`config.mk`:
```
export PLATFORM = sky130hd
export DESIGN_NAME = battery_measurement_sequencer
export DESIGN_NICKNAME = d
export VERILOG_FILES = /design/src/pkg/meas_seq_pkg.sv /design/src/rtl/battery_measurement_sequencer.sv
export SDC_FILE = /design/constraint.sdc
export NUM_CORES = 1
export LEC_CHECK = 0
export BUFFER_PORTS_ARGS = -buffer_cell sky130_fd_sc_hd__buf_2
export CAP_MARGIN = 20
export CORE_MARGIN = 2
export CORE_UTILIZATION = 46
export DETAILED_ROUTE_END_ITERATION = 7
export MAX_ROUTING_LAYER = met4
export SLEW_MARGIN = 25
export SYNTH_ARGS = -nofsm -noshare
export SYNTH_HDL_FRONTEND = slang
export SYNTH_SLANG_ARGS = --single-unit
```
`constraint.sdc`:
```
create_clock -name i_ref_clk -period 17.8 [get_ports i_ref_clk]
set_input_delay 2.67 -clock i_ref_clk [delete_from_list [all_inputs] [get_ports i_ref_clk]]
set_output_delay 2.67 -clock i_ref_clk [all_outputs]
set_load 0.02 [all_outputs]
```
`src/pkg/meas_seq_pkg.sv`:
```
// Notes on behaviour
// - Each loop converts every active cell, then one shared slot: 3 to 6 slots.
// - Slot width is programmable so a five-cell normal loop spans about 1.1 ms to 18 ms.
// - Sleep and normal schedules differ; a fast schedule runs after reset.
// - The converter also measures top-of-stack, the 1.8 V regulator and ground.
// - Only inputs designated as real cells are measured and reported.
// - Three cells use the top, second-lowest and lowest pairs; others are shorted.
// - Two cells use the top and lowest pairs; others are shorted.
// - Protections on unused cell inputs are disabled automatically.
// - Each real cell result is 16 bits at one millivolt per count.
// - A setting picks thermistor or general analog input for the sense pin.
// - Thermistor mode: pull-up on only while converting, regulator is reference.
// - Analog input mode: pull-up stays off, primary reference is used.
// - Temp-sense result is signed 16-bit counts; full scale is reference times 5/3.
// - The fast filter gives a 24-bit result at a programmable interval.
// - Full-power fast intervals are 366 us, 732 us, 1.46 ms or 2.93 ms.
// - Low-power current mode runs every interval sixteen times slower.
// - Slow filter outputs 16 bits every 250 ms, or every 4 s in low power.
// - Slow current accumulates into 48-bit charge with a 32-bit seconds timer.
// - A host command clears the accumulated charge and the timer.
// - Charge and time accumulation halt while in sleep mode.
// - Die temperature is measured within the loop and reported for the host.
// - Die temperature over threshold may disable the FETs and request shutdown.
package meas_seq_pkg;
	localparam int unsigned CLK_HZ = 100_000_000;
	localparam int unsigned NUM_CELLS = 5;
	// Register word addresses (byte address / 4 not used: these are word indices).
	localparam logic [3:0] ADDR_CTRL = 4'h0;
	localparam logic [3:0] ADDR_STATUS = 4'h1;
	localparam logic [3:0] ADDR_CELL01 = 4'h2;
	localparam logic [3:0] ADDR_CELL23 = 4'h3;
	localparam logic [3:0] ADDR_CELL4 = 4'h4;
	localparam logic [3:0] ADDR_AUX0 = 4'h5;
	localparam logic [3:0] ADDR_AUX1 = 4'h6;
	localparam logic [3:0] ADDR_FAST = 4'h7;
	localparam logic [3:0] ADDR_SLOW = 4'h8;
	localparam logic [3:0] ADDR_CHG_HI = 4'h9;
	localparam logic [3:0] ADDR_CHG_LO = 4'ha;
	localparam logic [3:0] ADDR_TIME = 4'hb;
	localparam logic [3:0] ADDR_CMD = 4'hc;
	localparam logic [3:0] ADDR_OT = 4'hd;
	// Control register fields.
	localparam int unsigned CTRL_CELLS_LSB = 0;
	localparam int unsigned CTRL_SLOT_LSB = 4;
	localparam int unsigned CTRL_TS_MODE = 8;
	localparam int unsigned CTRL_FAST_LSB = 9;
	localparam int unsigned CTRL_CC_LP = 11;
	localparam int unsigned CTRL_SLEEP = 12;
	localparam int unsigned CTRL_OT_FET = 13;
	localparam int unsigned CTRL_OT_SHUT = 14;
	localparam logic [31:0] CTRL_RESET = 32'h0000_0005;
	localparam logic [31:0] CMD_CLEAR = 32'h0000_0001;
	localparam logic [15:0] OT_RESET = 16'h7fff;
	// Slot width: base 183 us, times 1..16; five-cell normal loop 1.1 ms to 17.6 ms.
	localparam int unsigned SLOT_BASE_NS = 183_000;
	localparam int unsigned SLOT_BASE_CYC = SLOT_BASE_NS / (1_000_000_000 / CLK_HZ);
	localparam int unsigned SLEEP_MULT = 8;
	localparam int unsigned FAST_BASE_NS = 366_000;
	localparam int unsigned FAST_BASE_CYC = FAST_BASE_NS / (1_000_000_000 / CLK_HZ);
	localparam int unsigned LP_MULT = 16;
	localparam int unsigned SLOW_MS = 250;
	localparam int unsigned SLOW_CYC = SLOW_MS * (CLK_HZ / 1000);
	localparam int unsigned SEC_CYC = CLK_HZ;
	localparam int unsigned BOOT_LOOPS = 4;
	typedef enum logic [2:0] {
		SH_TOP = 3'b000,
		SH_REG18 = 3'b001,
		SH_GND = 3'b010,
		SH_DIE = 3'b011,
		SH_TSENSE = 3'b100
	} shared_type;
	typedef enum logic [1:0] {
		SCH_BOOT = 2'b00,
		SCH_NORMAL = 2'b01,
		SCH_SLEEP = 2'b10
	} sched_type;
endpackage

```
`src/rtl/battery_measurement_sequencer.sv`:
```
`timescale 1ns/1ps
module battery_measurement_sequencer
	import meas_seq_pkg::*;
#(
	parameter int unsigned SLOW_CYCLES = SLOW_CYC,
	parameter int unsigned SEC_CYCLES = SEC_CYC,
	parameter int unsigned SLOT_CYCLES = SLOT_BASE_CYC,
	parameter int unsigned FAST_CYCLES = FAST_BASE_CYC
) (
	// Clock and reset.
	input wire logic i_ref_clk,
	input wire logic i_reset_n,
	// Avalon-MM slave.
	input wire logic [3:0] i_avs_address,
	input wire logic i_avs_read,
	input wire logic i_avs_write,
	input wire logic [31:0] i_avs_writedata,
	output logic [31:0] o_avs_readdata,
	output logic o_avs_waitrequest,
	// Voltage converter.
	output logic [2:0] o_vadc_sel,
	output logic o_vadc_start,
	input wire logic i_vadc_done,
	input wire logic [15:0] i_vadc_data,
	output logic o_ts_pullup_en,
	output logic o_ref_is_regulator,
	// Current converter.
	input wire logic signed [23:0] i_fast_raw,
	input wire logic signed [15:0] i_slow_raw,
	output logic o_cc_low_power,
	// Protection.
	output logic [4:0] o_cell_prot_en,
	output logic o_fet_disable,
	output logic o_shutdown_req
);
	// Selector codes 0..4 are cell pairs, 5..7 follow shared_type purposes.
	logic [31:0] ctrl_q;
	logic [15:0] ot_thr_q;
	logic [15:0] cell_q [NUM_CELLS];
	logic [15:0] top_q, reg18_q, gnd_q, die_q, ts_q;
	logic [23:0] fast_q;
	logic [15:0] slow_q;
	logic [47:0] charge_q;
	logic [31:0] time_q;
	logic [31:0] slot_cnt_q;
	logic [2:0] slot_q;
	logic busy_q;
	logic [2:0] shared_q;
	logic [2:0] boot_q;
	logic ack_q;
	logic ot_q;
	logic [2:0] cells;
	logic [4:0] used;
	wire logic ts_thermistor = ~ctrl_q[CTRL_TS_MODE];
	wire logic lp = ctrl_q[CTRL_CC_LP];
	wire logic sleep = ctrl_q[CTRL_SLEEP];
	wire sched_type sched = (boot_q != 3'h0) ? SCH_BOOT : (sleep ? SCH_SLEEP : SCH_NORMAL);
	assign cells = (ctrl_q[2:0] < 3'd2) ? 3'd2 : ((ctrl_q[2:0] > 3'd5) ? 3'd5 : ctrl_q[2:0]);
	// Bit k is pair VC(k+1)-VCk; shorted pairs depend on cell count.
	always_comb begin
		unique case (cells)
			3'd2: used = 5'b10001;
			3'd3: used = 5'b10011;
			3'd4: used = 5'b11011;
			default: used = 5'b11111;
		endcase
	end
	// Slot duration: boot runs the shortest slot, sleep stretches it.
	wire logic [4:0] slot_mult = {1'b0, ctrl_q[CTRL_SLOT_LSB +: 4]} + 5'd1;
	wire logic [31:0] slot_len = (sched == SCH_BOOT) ? SLOT_CYCLES :
		((sched == SCH_SLEEP) ? SLOT_CYCLES * SLEEP_MULT * slot_mult : SLOT_CYCLES * slot_mult);
	wire logic slot_is_shared = (slot_q == 3'd5);
	// Next real cell index after the current slot, or the shared slot.
	logic [2:0] next_slot;
	always_comb begin
		next_slot = 3'd5;
		for (int k = NUM_CELLS - 1; k >= 0; k--) begin
			if (used[k] && (slot_q == 3'd7 || 3'(k) > slot_q) && slot_q != 3'd5) begin
				next_slot = 3'(k);
			end
		end
	end
	wire logic slot_done = busy_q && i_vadc_done && (slot_cnt_q >= slot_len);
	// Sequencer: slot 7 means idle before the first cell slot of a loop.
	always_ff @(posedge i_ref_clk or negedge i_reset_n) begin
		if (!i_reset_n) begin
			slot_q <= 3'd7;
			busy_q <= 1'b0;
			slot_cnt_q <= 32'h0;
			shared_q <= 3'h0;
			boot_q <= 3'(BOOT_LOOPS);
			o_vadc_start <= 1'b0;
			o_vadc_sel <= 3'h0;
			o_ts_pullup_en <= 1'b0;
			o_ref_is_regulator <= 1'b0;
		end else begin
			o_vadc_start <= 1'b0;
			if (!busy_q) begin
				slot_q <= next_slot;
				busy_q <= 1'b1;
				slot_cnt_q <= 32'h0;
				o_vadc_start <= 1'b1;
				o_vadc_sel <= (next_slot == 3'd5) ? 3'd5 + ((shared_q < 3'd3) ? shared_q : 3'd0) : next_slot;
				o_ts_pullup_en <= (next_slot == 3'd5) && shared_q == SH_TSENSE && ts_thermistor;
				o_ref_is_regulator <= (next_slot == 3'd5) && shared_q == SH_TSENSE && ts_thermistor;
			end else begin
				slot_cnt_q <= slot_cnt_q + 32'h1;
				if (slot_done) begin
					busy_q <= 1'b0;
					o_ts_pullup_en <= 1'b0;
					if (slot_is_shared) begin
						slot_q <= 3'd7;
						shared_q <= (shared_q == SH_TSENSE) ? 3'h0 : shared_q + 3'h1;
						if (boot_q != 3'h0) begin
							boot_q <= boot_q - 3'h1;
						end
					end
				end
			end
		end
	end
	// Result capture into the register of the converted purpose.
	always_ff @(posedge i_ref_clk or negedge i_reset_n) begin
		if (!i_reset_n) begin
			for (int k = 0; k < NUM_CELLS; k++) begin
				cell_q[k] <= 16'h0;
			end
			top_q <= 16'h0;
			reg18_q <= 16'h0;
			gnd_q <= 16'h0;
			die_q <= 16'h0;
			ts_q <= 16'h0;
		end else if (slot_done) begin
			if (!slot_is_shared) begin
				cell_q[slot_q] <= i_vadc_data;
			end else begin
				unique case (shared_q)
					SH_TOP: top_q <= i_vadc_data;
					SH_REG18: reg18_q <= i_vadc_data;
					SH_GND: gnd_q <= i_vadc_data;
					SH_DIE: die_q <= i_vadc_data;
					SH_TSENSE: ts_q <= i_vadc_data;
					default: ts_q <= ts_q;
				endcase
			end
		end
	end
	// Current filters: intervals scale by sixteen in low power.
	wire logic [31:0] fast_len = (FAST_CYCLES << ctrl_q[CTRL_FAST_LSB +: 2]) *
		(lp ? LP_MULT : 1);
	wire logic [31:0] slow_len = SLOW_CYCLES * (lp ? LP_MULT : 1);
	wire logic [31:0] sec_len = SEC_CYCLES;
	wire logic req = i_avs_read || i_avs_write;
	// The request is taken while waitrequest is high; the read word is ready by the next edge.
	wire logic take = req && !ack_q;
	// Writes land only at the edge that sees waitrequest low, so a stalled master changes nothing.
	wire logic wr_done = i_avs_write && ack_q;
	wire logic clear_cmd = wr_done && i_avs_address == ADDR_CMD &&
		i_avs_writedata == CMD_CLEAR;
	logic fast_tick;
	logic slow_tick;
	logic sec_tick;
	interval_tick i_fast_tick (
		.i_ref_clk,
		.i_reset_n,
		.i_hold(1'b0),
		.i_len(fast_len),
		.o_tick(fast_tick)
	);
	interval_tick i_slow_tick (
		.i_ref_clk,
		.i_reset_n,
		.i_hold(1'b0),
		.i_len(slow_len),
		.o_tick(slow_tick)
	);
	// The seconds divider restarts on a clear, so the timer counts whole seconds from zero.
	interval_tick i_sec_tick (
		.i_ref_clk,
		.i_reset_n,
		.i_hold(sleep || clear_cmd),
		.i_len(sec_len),
		.o_tick(sec_tick)
	);
	// One full-power sample is a quarter second of current: add it scaled by 2^30, sixteen times that in low power.
	wire logic [47:0] charge_step = {{2{i_slow_raw[15]}}, i_slow_raw, 30'h0} *
		(lp ? 48'd16 : 48'd1);
	always_ff @(posedge i_ref_clk or negedge i_reset_n) begin
		if (!i_reset_n) begin
			fast_q <= 24'h0;
		end else if (fast_tick) begin
			fast_q <= i_fast_raw;
		end
	end
	always_ff @(posedge i_ref_clk or negedge i_reset_n) begin
		if (!i_reset_n) begin
			slow_q <= 16'h0;
		end else if (slow_tick) begin
			slow_q <= i_slow_raw;
		end
	end
	always_ff @(posedge i_ref_clk or negedge i_reset_n) begin
		if (!i_reset_n) begin
			charge_q <= 48'h0;
		end else if (clear_cmd) begin
			charge_q <= 48'h0;
		end else if (!sleep && slow_tick) begin
			charge_q <= charge_q + charge_step;
		end
	end
	always_ff @(posedge i_ref_clk or negedge i_reset_n) begin
		if (!i_reset_n) begin
			time_q <= 32'h0;
		end else if (clear_cmd) begin
			time_q <= 32'h0;
		end else if (!sleep && sec_tick) begin
			time_q <= time_q + 32'h1;
		end
	end
	// Die overtemperature compares the signed die reading to the threshold.
	always_ff @(posedge i_ref_clk or negedge i_reset_n) begin
		if (!i_reset_n) begin
			ot_q <= 1'b0;
		end else begin
			ot_q <= $signed(die_q) > $signed(ot_thr_q);
		end
	end
	always_ff @(posedge i_ref_clk or negedge i_reset_n) begin
		if (!i_reset_n) begin
			o_fet_disable <= 1'b0;
		end else begin
			o_fet_disable <= ot_q && ctrl_q[CTRL_OT_FET];
		end
	end
	always_ff @(posedge i_ref_clk or negedge i_reset_n) begin
		if (!i_reset_n) begin
			o_shutdown_req <= 1'b0;
		end else begin
			o_shutdown_req <= ot_q && ctrl_q[CTRL_OT_FET] && ctrl_q[CTRL_OT_SHUT];
		end
	end
	always_ff @(posedge i_ref_clk or negedge i_reset_n) begin
		if (!i_reset_n) begin
			o_cell_prot_en <= 5'h0;
		end else begin
			o_cell_prot_en <= used;
		end
	end
	always_ff @(posedge i_ref_clk or negedge i_reset_n) begin
		if (!i_reset_n) begin
			o_cc_low_power <= 1'b0;
		end else begin
			o_cc_low_power <= lp;
		end
	end
	// Unused cell inputs read as zero; unmapped indices return the die reading.
	wire logic [31:0] word_status = {26'h0, ot_q, sched, slot_q};
	wire logic [31:0] word_cell01 = {used[1] ? cell_q[1] : 16'h0,
		used[0] ? cell_q[0] : 16'h0};
	wire logic [31:0] word_cell23 = {used[3] ? cell_q[3] : 16'h0,
		used[2] ? cell_q[2] : 16'h0};
	wire logic [31:0] word_fast = {{8{fast_q[23]}}, fast_q};
	wire logic [31:0] word_slow = {{16{slow_q[15]}}, slow_q};
	logic [31:0] rd;
	assign rd = (i_avs_address == ADDR_CTRL) ? ctrl_q :
		(i_avs_address == ADDR_STATUS) ? word_status :
		(i_avs_address == ADDR_CELL01) ? word_cell01 :
		(i_avs_address == ADDR_CELL23) ? word_cell23 :
		(i_avs_address == ADDR_CELL4) ? {16'h0, cell_q[4]} :
		(i_avs_address == ADDR_AUX0) ? {reg18_q, top_q} :
		(i_avs_address == ADDR_AUX1) ? {ts_q, gnd_q} :
		(i_avs_address == ADDR_FAST) ? word_fast :
		(i_avs_address == ADDR_SLOW) ? word_slow :
		(i_avs_address == ADDR_CHG_HI) ? {16'h0, charge_q[47:32]} :
		(i_avs_address == ADDR_CHG_LO) ? charge_q[31:0] :
		(i_avs_address == ADDR_TIME) ? time_q :
		(i_avs_address == ADDR_OT) ? {16'h0, ot_thr_q} :
		{16'h0, die_q};
	always_ff @(posedge i_ref_clk or negedge i_reset_n) begin
		if (!i_reset_n) begin
			ack_q <= 1'b0;
			o_avs_readdata <= 32'h0;
		end else begin
			ack_q <= take;
			if (take) begin
				o_avs_readdata <= i_avs_read ? rd : 32'h0;
			end
		end
	end
	always_ff @(posedge i_ref_clk or negedge i_reset_n) begin
		if (!i_reset_n) begin
			ctrl_q <= CTRL_RESET;
		end else if (wr_done && i_avs_address == ADDR_CTRL) begin
			ctrl_q <= i_avs_writedata;
		end
	end
	always_ff @(posedge i_ref_clk or negedge i_reset_n) begin
		if (!i_reset_n) begin
			ot_thr_q <= OT_RESET;
		end else if (wr_done && i_avs_address == ADDR_OT) begin
			ot_thr_q <= i_avs_writedata[15:0];
		end
	end
	assign o_avs_waitrequest = take;
endmodule

module interval_tick (
	// Clock and reset.
	input wire logic i_ref_clk,
	input wire logic i_reset_n,
	// Interval control.
	input wire logic i_hold,
	input wire logic [31:0] i_len,
	output logic o_tick
);
	logic [31:0] cnt_q;
	wire logic wrap = (cnt_q >= i_len - 32'h1);
	always_ff @(posedge i_ref_clk or negedge i_reset_n) begin
		if (!i_reset_n) begin
			cnt_q <= 32'h0;
		end else begin
			cnt_q <= (wrap || i_hold) ? 32'h0 : cnt_q + 32'h1;
		end
	end
	assign o_tick = wrap;
endmodule

```
# Word-level counts from Yosys, hierarchy flattened
# Cells that the tools add are included.
[word_totals]
in_bits = 97
ff_bits = 514
word_cells = 203
out_inout_bits = 47
[op_classes]
n_eq_ne = 28
n_mul = 5
n_mux = 54
bitwise_logic = 3
n_shift = 1
n_lt_le_gt_ge = 15
n_reduce_logical = 50
n_addsub = 12
[ops]
columns = ["cell", "n"]
rows = [
  ["$mux 32", 19],
  ["$add 32x1->32 const B", 5],
  ["$mux 16", 6],
  ["$mux 48", 2],
  ["$bwmux 80", 1],
  ["$ge 32x32->1", 2],
  ["$add 48x48->48", 1],
  ["$demux 16 s3", 1],
  ["$mux 23", 2],
  ["$mul 13x5->18 const A", 2],
  ["$mux 3", 12],
  ["$eq 32x1->1 const B", 1],
  ["$ge 32x23->1", 1],
  ["$ge 32x27->1 const B", 1],
  ["$mul 32x32->32", 1],
  ["$shl 16x2->32 const A", 1],
  ["$sub 32x1->32 const B", 1],
  ["$sub 30x1->31 const B", 1],
  ["$eq 4x4->1 const B", 6],
  ["$logic_and 1x1->1", 24],
  ["$mul 19x5->24 const A", 1],
  ["$mul 18x5->18", 1],
  ["$reduce_and 3->1", 6],
  ["$eq 4x3->1 const B", 4],
  ["other kinds (36)", 66],
]

# Depth between registers and ports, before layout
# Gate-level depths: netlist of the first run.
[depth]
ltp_word = 15
ltp_mapped = 31
ltp_nobuf = 28

# Cells and area by module
# Synthesis of the first run repeated with hierarchy kept, for this count alone.
[hier_totals]
hier_cells = 3178
area_unflattened_um2 = 31143.6
[by_module_without_submodules]
columns = ["mod", "seq_area_each_um2", "area_each_um2", "cells_each", "n_inst"]
rows = [
  ["battery_measurement_sequencer", 9710.6, 22311.4, 2194, 1],
  ["interval_tick", 800.8, 2944.1, 328, 3],
]

# Worst setup path after synthesis of the first run
# No wires, ideal clock.
[synth_path]
kind = "register to register"
from = "register ctrl_q[4]"
to = "register cell_q[37] in the netlist's numbering"
stages_incl_launch_ff = 28
t_arrival_ns = 6.693
setup_ns = 0.125
n_path_buf = 2
path_slack_ns = 10.982
required_time_ns = 17.675
synth_period_minus_slack_ns = 6.818
path_cell_list = "dfrtp_1 clkbuf_1 nand3_1 xnor2_1 inv_1 fa_1 inv_1 fa_1 inv_1 fa_1 inv_1 ha_1 a21o_1 a211oi_1 o21ai_0 o211ai_1 o21ai_0 o31ai_1 xnor2_1 nand2_1 ha_1 or4b_4 nor3_2 a31o_2 nand2_1 nor3_2 buf_4 mux2_2"
[synth_via]
elab_chain_len = 7
word_cells_on_any_way = 8
classes_between = "1 x add/sub; 2 x mul; 1 x order compare; 2 x mux; 2 x reduce/logical"
[synth_rtl]
columns = ["item", "line_no", "rtl"]
rows = [
  ["start: declaration", "battery_measurement_sequencer.sv:37", "logic [31:0] ctrl_q;"],
  ["start signal: assignment", "battery_measurement_sequencer.sv:294", "ctrl_q <= i_avs_writedata;"],
  ["$add 4x1->5 *", "battery_measurement_sequencer.sv:69", "wire logic [4:0] slot_mult = {1'b0, ctrl_q[CTRL_SLOT_LSB +: 4]} + 5'd1;"],
  ["$mul 13x5->18", "battery_measurement_sequencer.sv:71", "((sched == SCH_SLEEP) ? SLOT_CYCLES * SLEEP_MULT * slot_mult : SLOT_CYCLES * slot_mult);"],
  ["$mux 23 *", "battery_measurement_sequencer.sv:71", ""],
  ["$mux 23 *", "battery_measurement_sequencer.sv:70", "wire logic [31:0] slot_len = (sched == SCH_BOOT) ? SLOT_CYCLES :"],
  ["$ge 32x23->1 *", "battery_measurement_sequencer.sv:83", "wire logic slot_done = busy_q && i_vadc_done && (slot_cnt_q >= slot_len);"],
  ["$logic_and 1x1->1 *", "battery_measurement_sequencer.sv:83", ""],
  ["$reduce_and 2->1 (no line) *", "n/a", ""],
  ["end signal: indexed assignment", "battery_measurement_sequencer.sv:135", "cell_q[slot_q] <= i_vadc_data;"],
  ["end: declaration", "battery_measurement_sequencer.sv:39", "logic [15:0] cell_q [NUM_CELLS];"],
]
# Every way passes the cells marked *; elsewhere a longest branch is shown, timed or not.
# A chain may end at the register's enable or synchronous reset.

# Final worst setup path of the first run
[layout_path]
from = "register ctrl_q[4]"
to = "register gnd_q[10]"
[layout_via]
elab_chain_len = 7
word_cells_on_any_way = 8
classes_between = "1 x add/sub; 2 x mul; 1 x order compare; 2 x mux; 2 x reduce/logical"
[layout_rtl]
columns = ["item", "line_no", "rtl"]
rows = [
  ["$add 4x1->5 *", "battery_measurement_sequencer.sv:69", ""],
  ["$mul 13x5->18", "battery_measurement_sequencer.sv:71", ""],
  ["$mux 23 *", "battery_measurement_sequencer.sv:71", ""],
  ["$mux 23 *", "battery_measurement_sequencer.sv:70", ""],
  ["$ge 32x23->1 *", "battery_measurement_sequencer.sv:83", ""],
  ["$logic_and 1x1->1 *", "battery_measurement_sequencer.sv:83", ""],
  ["$reduce_and 3->1 (no line) *", "n/a", ""],
  ["end signal: assignment", "battery_measurement_sequencer.sv:140", "SH_GND: gnd_q <= i_vadc_data;"],
  ["end: declaration", "battery_measurement_sequencer.sv:40", "logic [15:0] top_q, reg18_q, gnd_q, die_q, ts_q;"],
]
# Marked as above.

==> results.txt, run 1 <==
The detailed-placement wirelength estimate is 60.5 mm. The longest clock path from root to sink contains 3 buffers. The final RePlAce weighted congestion came out at 0.944. The area of the core came out at just over 60000 um^2. The worst setup path is captured at a register. Among all flip-flop cells after synthesis, the most frequent one is dfrtp_1.

The largest single stage delay on the critical path is 0.71 ns. Buffers inserted during clock tree synthesis total 54. In this run the count of I/O pins placed on the die edge is 144.

The sum of overflow across all layers after global routing came out at 0. The slew at the pin closest to its max-slew limit is 1.05 ns. The most common cell after layout, fill and taps aside is dfrtp_1. The largest fanout on the critical path is 16. The fraction of the yosys area taken by sequential cells came out at 0.428. From synthesis to final layout, the design area changed by 12.5%. The clock insertion delay at the later pin of the skew report came out at between 0.6 and 0.7 ns. For this run, asynchronously set or reset flops after synthesis account for 1.00. The synthesis warning total came out at 0.

Dividing total power by cell area gives a power density of 128 nW/um^2. The final count of pins violating max slew is 0. The worst-path cell with the longest stage delay is dfrtp_1. The via count of the first global-routing pass is 22300. The critical path starts at ctrl_q[4]. The effective utilization at floorplan is 0.467. The synthesized design contains 483 register bits.

The area of the mapped netlist is between 20000 and 30000 um^2. The clock tree from TritonCTS is built. The first routing iteration left 1982 violations. The run finished with clean final reports. The element type at the critical path start is a register. Entering global routing, the biggest net connects 112 pins. The post-synthesis area per instance came out at roughly 10 um^2. The class of the most critical hold timing path is reg2reg. The clock transition time at the flip-flop clock pins of the worst setup and hold paths came out at 0.06 ns. The most numerous cell type found on the critical path is inv_1. The number of instances in the placed design came out at 3638.

Setup repair after global routing left no endpoint under its margin. The mean number of vias per cell is 5.96. The die outline height is 252 um. The critical path in this run is classified as reg2reg.

The H-tree was split into 2 levels. The number of buffers inserted to repair setup after CTS came out at 0. The count of placed standard cells in the final layout, fillers left out is between 3000 and 4000. The xor/xnor cell area share of the yosys netlist is 0.0483. Summed over all layers, the routed wires come to 84.0 mm. Summing all multi-input logic gate instances after layout gives 15300 um^2. The horizontal die dimension came out at 252 um.

The total buffers and inverters traversed by the critical path is 5. The peak supply drop is 0.0946 mV. The footprint of the flip-flops and latches is roughly 12000 um^2.

The site row count is 90. The worst endpoint required time came out at 18.33 ns. The simple logic cell fraction of the synthesized area came out at 0.141. The worst max-slew margin expressed relative to the limit is 0.301.

The number of setup violations in the final report is 0. The final total negative setup slack came out at 0 ns. The post-detailed-route wirelength per cell came out at about 22 um. Buffers placed on the I/O ports in this run total around 140. The first global-routing pass estimated 131 mm of wire. The number of max-cap violations came out at 0. The setup clock skew after layout came out at between 0.03 and 0.04 ns.

The count of nets left with antenna violations once routing finished came out at 0. The number of distinct library cell variants in the gate-level netlist after synthesis came out at 86. CTS saw 483 sinks.

The number of instances resized during post-cts repair is 0. The top cell types in the final layout, fill and taps aside, are dfrtp_1 (461), nor2_1 (250), nand2_1 (213). The count of flip-flops with a built-in enable after synthesis came out at 0.

After filler insertion, the fill cell instance count of the layout stands at about 5500. The multiplexer area fraction after synthesis came out at 0.112. Across all layers, the routed design uses 22300 vias. For this run, the total global-route usage over all layers was measured as 0.273. The number of cells produced by synthesis is between 2000 and 3000. The number of detailed-route iterations in the first pass came out at 8. The launch point of the worst hold path is i_slow_tick.cnt_q[0]. The startpoint identified for the worst register-to-register timing path is ctrl_q[4].

The share of final-layout standard cells stronger than drive strength 1 is 0.195. The final layout contains 3220 nets. The number of antenna violations at the first check in global routing came out at 0.

The adder and majority cell fraction of the synthesized area came out at 0.0986. The die area is ~64000 um^2. The post-synthesis compound-gate area fraction came to 0.135. Counting I/O delays and the setup requirement, the final critical path takes roughly 8 ns. The highest attainable clock frequency is 0.125 GHz. The quantity of hold-fixing buffers added after cts is 0.

In this run the clock root is driven by a clkbuf_16. The number of hold violations in the final report came out at 0. The remaining routing DRC violations came out at 0.

The worst path arrival time came out at 8.54 ns. At the end of the flow the core is filled with cells to 0.525. By area, the combinational part of the netlist is dominated by simple AND/OR/NAND/NOR gates.

The static leakage power is 15.1 nW. In the finished design, the share of the clock period the worst path needs comes to 0.450. On the critical path the largest part of the delay comes from adder cells.
==> synth_stat cells (all sizes together) (24+ instances only) <==
cell | count | area (um^2)
a21oi | 166 | 831
nand2 | 214 | 806
o211ai | 28 | 210
nand4 | 37 | 231
nor2 | 256 | 966
xor2 | 80 | 701
buf | 43 | 220
clkbuf | 93 | 349
or4 | 26 | 195
dfrtp | 462 | 11600
xnor2 | 76 | 666
mux2i | 36 | 360
inv | 122 | 458
and3 | 33 | 206
ha | 191 | 2390
nand3 | 80 | 413
o31ai | 26 | 195
mux2 | 240 | 2820
nor3 | 48 | 272
o21ai | 125 | 626
a21o | 24 | 180
nand2b | 24 | 150
==> path summary, 6_finish.rpt <==
path | to | slack, ns | cells past startpoint
min in group asynchronous | i_fast_tick.cnt_q[24] | 2.10 | 1
max in group asynchronous | o_avs_readdata[23] | 12.86 | 4
max reg2reg | gnd_q[10] | 9.79 | 26
max | gnd_q[10] | 9.79 | 26
min reg2reg | i_slow_tick.cnt_q[0] | 0.45 | 1
min | i_slow_tick.cnt_q[0] | 0.45 | 1
==> layout make-up <==
| cell class | count | share of cell area |
|---|---|---|
| multi-input cells | 2076 | 0.482 |
| inverters | 123 | 0.0145 |
| clock inverters | 31 | 0.0155 |
| diodes | 1 | 0.0000786 |
| repair buffers | 174 | 0.0307 |
| clock buffers | 68 | 0.0463 |
| flip-flops and latches | 483 | 0.381 |
| well taps | 782 | 0.0307 |
==> worst register-to-register path, delay by kind of cell, from the launching register on <==
kind	cells	cell delay, ns
and+or+nand+nor	6	2.08
muxes	1	0.44
adders and majority gates	5	2.19
buffers and inverters	5	0.47
xor gates and xnor gates	2	0.46
AOI/OAI and AO/OA	7	1.54
DFF	1	0.71
==> flip-flops by register name, indices dropped and copies added, names as in the netlist, 4 cells and up <==
register / cells
gnd_q: 16
i_slow_tick.cnt_q: 32
slow_q: 16
ts_q: 16
ot_thr_q: 16
time_q: 32
top_q: 16
cell_q: 80
o_cell_prot_en: 4
i_fast_tick.cnt_q: 32
charge_q: 18
i_sec_tick.cnt_q: 32
slot_cnt_q: 32
fast_q: 24
die_q: 16
ctrl_q: 32
o_avs_readdata: 32
reg18_q: 16
==> power breakdown <==
group	switching, W	leakage [nW]	total (W)	internal [W]
sequential	0.000120	6.27	0.00132	0.00120
clock	0.000501	0.951	0.00124	0.000737
combinational	0.000890	7.87	0.00150	0.000607
==> metal layers <==
layer  vias up  part of all wire  track usage
li1      10300                 -            -
met1     11200              0.44        0.366
met2       691              0.46        0.427
met3       162             0.060       0.0355
met4         0             0.039       0.0986
met5         -                 0            -
==> stage by stage <==
stage	hold slack, ns	setup slack [ns]	cell area [um^2]	power, W
finish	0.450	9.79	31800	0.00406
floorplan	0.424	10.98	28400	0.00241
global route	0.466	9.29	31800	0.00434
detailed placement	0.433	9.83	29800	0.00282
CTS	0.449	9.82	31800	0.00407
global placement	0.431	10.0	29800	0.00279
==> logic make-up after synthesis <==
kind of cell    Yosys count
compound gates          585
xor+xnor                156
fa+ha+maj               211
buf+inv                 259
flops                   483
mux                     276
other cells               2
simple gates            822
No activity file was read; power rests on OpenSTA's default activity.
==> inputs of run 2 (changes only) <==
Clock period 17.8 ns to 7.66 ns, I/O delays scaled along.
==> run 2 against run 1 <==
Cell count grew 0.56%. Power grew 130%. Critical path depth grew 1. Register-to-register slack lost 9.3 ns. Fmax grew 11%. Largest power group unchanged.
==> results.txt, run 2 (synthesis gave the netlist of run 1 again) <==
The slew at the pin closest to its max-slew limit came out at 1.04 ns (-0.00740 ns). The total wirelength of the detailed-routed design was 83.6 mm (-0.51%). The launch point of the worst hold path is ctrl_q[2]. The multi-input gate area in the final layout came out at 15300 um^2 (about the same). The element type at the critical path start is a register.

The worst max-slew margin expressed relative to the limit is 0.308 (+0.00751). The clock transition time at the flip-flop clock pins of the worst setup and hold paths came out at 0.06 ns (about the same). The worst-path cell with the longest stage delay is fa_1. The total track usage came out at 0.272 (-0.00166). The site row count is 90 (unchanged). The final total negative setup slack came out at 0 ns (unchanged).

The worst hold path terminates at o_cell_prot_en[3]. Leaving out fill and tap cells, the most frequent cell in the layout is dfrtp_1. The count of cells along the worst hold path came out at 0 (-1). The mean number of vias per cell came to 5.94 (-0.36%).

The number of max-cap violations came out at 0 (unchanged). TritonCTS built the clock tree. The number of H-tree levels came out at 2 (unchanged).

The number of hold violations in the final report was 0 (unchanged). The post-route clock period utilization is 0.941 (+0.491). The residual antenna-violating net count after detailed routing came to 0 (unchanged).

The count of buffers inserted at the top-level ports came to 143 (unchanged). The footprint of the flip-flops and latches came out at 12100 um^2 (unchanged). The sum of overflow across all layers after global routing is 0 (unchanged). The deepest clock path buffer count is 3 (unchanged). The pin count of the biggest net entering global routing was 164 (+46%). The maximum cell stage delay along the critical path is 0.54 ns (-0.17 ns).

CTS placed an instance of clkbuf_16 at the clock tree root. The count of boundary I/O pins came out at 144 (unchanged). In this run the critical register-to-register path is launched from ctrl_q[5]. The number of setup violations in the final report came out at 0 (unchanged).

The number of detailed-route iterations in the first pass is 6 (-2). The largest fanout on the critical path is 16 (unchanged). The effective utilization at floorplan came out at 0.467 (unchanged). The number of flip-flops in the largest register is 80 (unchanged).

The horizontal die dimension is 252 um (unchanged). The flow ran to the end, and the final reports show no timing, DRC or antenna violations. The quantity of hold-fixing buffers added after cts came out at 0 (unchanged).

The number of fill cells came out at 5392 (-1.9%). The top cell types in the final layout, fill and taps aside, are dfrtp_1 (461), nor2_1 (250), nand2_1 (213). The area of the core came out at 60600 um^2 (unchanged). The via count of the first global-routing pass came out at 22200 (-0.67%). The number of antenna violations at the first check in global routing is 2 (+2). The highest attainable clock frequency came out at 0.139 GHz (+11%). The share of final-layout standard cells stronger than drive strength 1 is 0.200 (+0.00508). The static leakage power is 15.2 nW (+0.98%).

The register bank with the most flops is cell_q. The detailed-placement wirelength estimate came out at 60.5 mm (about the same). The cell that appears most often on the critical path is inv_1. The number of nets in the finished design is 3238 (+0.56%). The die outline height is 252 um (unchanged). The worst endpoint required time came to 8.18 ns (-10.15 ns). The first-pass GRT wire length came to 130 mm (-0.70%). The TritonCTS sink count is 483 (unchanged). The total via count in the routed design is 22300 (+0.20%). The category of the most critical setup path is reg2reg. The die area is 63500 um^2 (unchanged). In this run the critical register-to-register path is captured at top_q[13].

The remaining routing DRC violations came to 0 (unchanged). The peak supply drop came out at 0.234 mV (+150%). The final count of pins violating max slew came out at 0 (unchanged). The number of instances resized during post-cts repair came out at 0 (unchanged). The post-detailed-route wirelength per cell is 22.2 um (-1.1%).

The total power per unit cell area came out at 295 nW/um^2 (+130%). In this run the worst hold path is classified as reg2reg. The clock insertion delay at the later pin of the skew report came out at 0.64 ns (about the same). The number of CTS-inserted buffers came to 54 (unchanged). The clock period minus final worst setup slack came out at 7.21 ns (-0.799 ns).

The worst path arrival time came out at 7.73 ns (-0.81 ns). The DRC violation total after the first TritonRoute iteration came out at 1644 (-17%). The setup clock skew after layout is 0.0403 ns (+0.00201 ns). The final RePlAce weighted congestion came out at 0.932 (-1.3%). STA classifies the critical path endpoint as a register.

The final design utilization is 0.529 (+0.00318). The number of cells on the worst reg-to-reg path was 27 (+3.8%). The setup slack on the worst flop-to-flop path came to 0.45 ns (-9.34 ns). Relative to the synthesized area, the layout overhead comes to 13.1%.
[run 2: cell count changes in the layout (fill, tap and decap cells not counted), moves of 3 or more]
cell        delta
buf_4         +14
clkbuf_8      +10
clkinvlp_4     -5
buf_12         +3
[run 2: stage by stage]
step                      cell area (um^2)  instances  total power (W)  setup WS [ns]  hold slack (ns)
after floorplan                      28400       2818          0.00561          0.842            0.424
after global placement               29900       3653          0.00649          0.587            0.430
after detailed placement             30000       3654          0.00656          0.499            0.438
after CTS                            32000       3755          0.00948          0.468            0.446
after global routing                 32000       3759           0.0101       -0.00268            0.460
final                                32000       3759          0.00946          0.449            0.447
[run 2: worst max-delay path by stage]
stage	to	cells after the start	start	slack, ns
floorplan	cell_q[37]	27	ctrl_q[4]	0.84
global placement	ts_q[13]	27	ctrl_q[4]	0.59
detailed placement	ts_q[10]	27	ctrl_q[4]	0.50
CTS	ts_q[5]	27	ctrl_q[4]	0.47
global route	top_q[5]	27	ctrl_q[5]	-0.003
finish	top_q[13]	27	ctrl_q[5]	0.45
[run 2: cell type report]
cell class | count | share of cell area
clock inverters | 22 | 0.0118
multi-input cells | 2076 | 0.478
inverters | 123 | 0.0144
well taps | 782 | 0.0306
clock buffers | 79 | 0.0504
diodes | 2 | 0.000156
repair buffers | 192 | 0.0361
flip-flops and latches | 483 | 0.378
[run 2: worst max-delay path: cells and delay by family, from the launching register on]
family                   cells  cell delay [ns]
AO/OA/AOI/OAI                7             1.53
multiplexers                 1             0.38
adder cells (fa/ha/maj)      5             2.19
buffers and inverters        6             0.75
AND/OR/NAND/NOR              6             1.30
XOR/XNOR                     2             0.46
flip-flops                   1             0.45
[run 2: repair_timing]
| item | 4_1_cts | 5_1_grt |
|---|---|---|
| hold endpoints to repair | 0 | 0 |
| endpoints found under the setup margin | 0 | 24 |
| setup buffers | 0 | 2 |
[run 2: report_power, final]
group	switching (W)	internal [W]
clock network	0.00114	0.00174
logic	0.00208	0.00143
registers	0.000272	0.00280
total	0.00349	0.00596
[run 2: routing by layer]
layer,up-vias,GRT usage,part of all wire
met4,0,0.0923,0.036
met1,11200,0.366,0.44
met2,708,0.421,0.46
met5,-,-,0
met3,160,0.0410,0.060
li1,10300,-,-
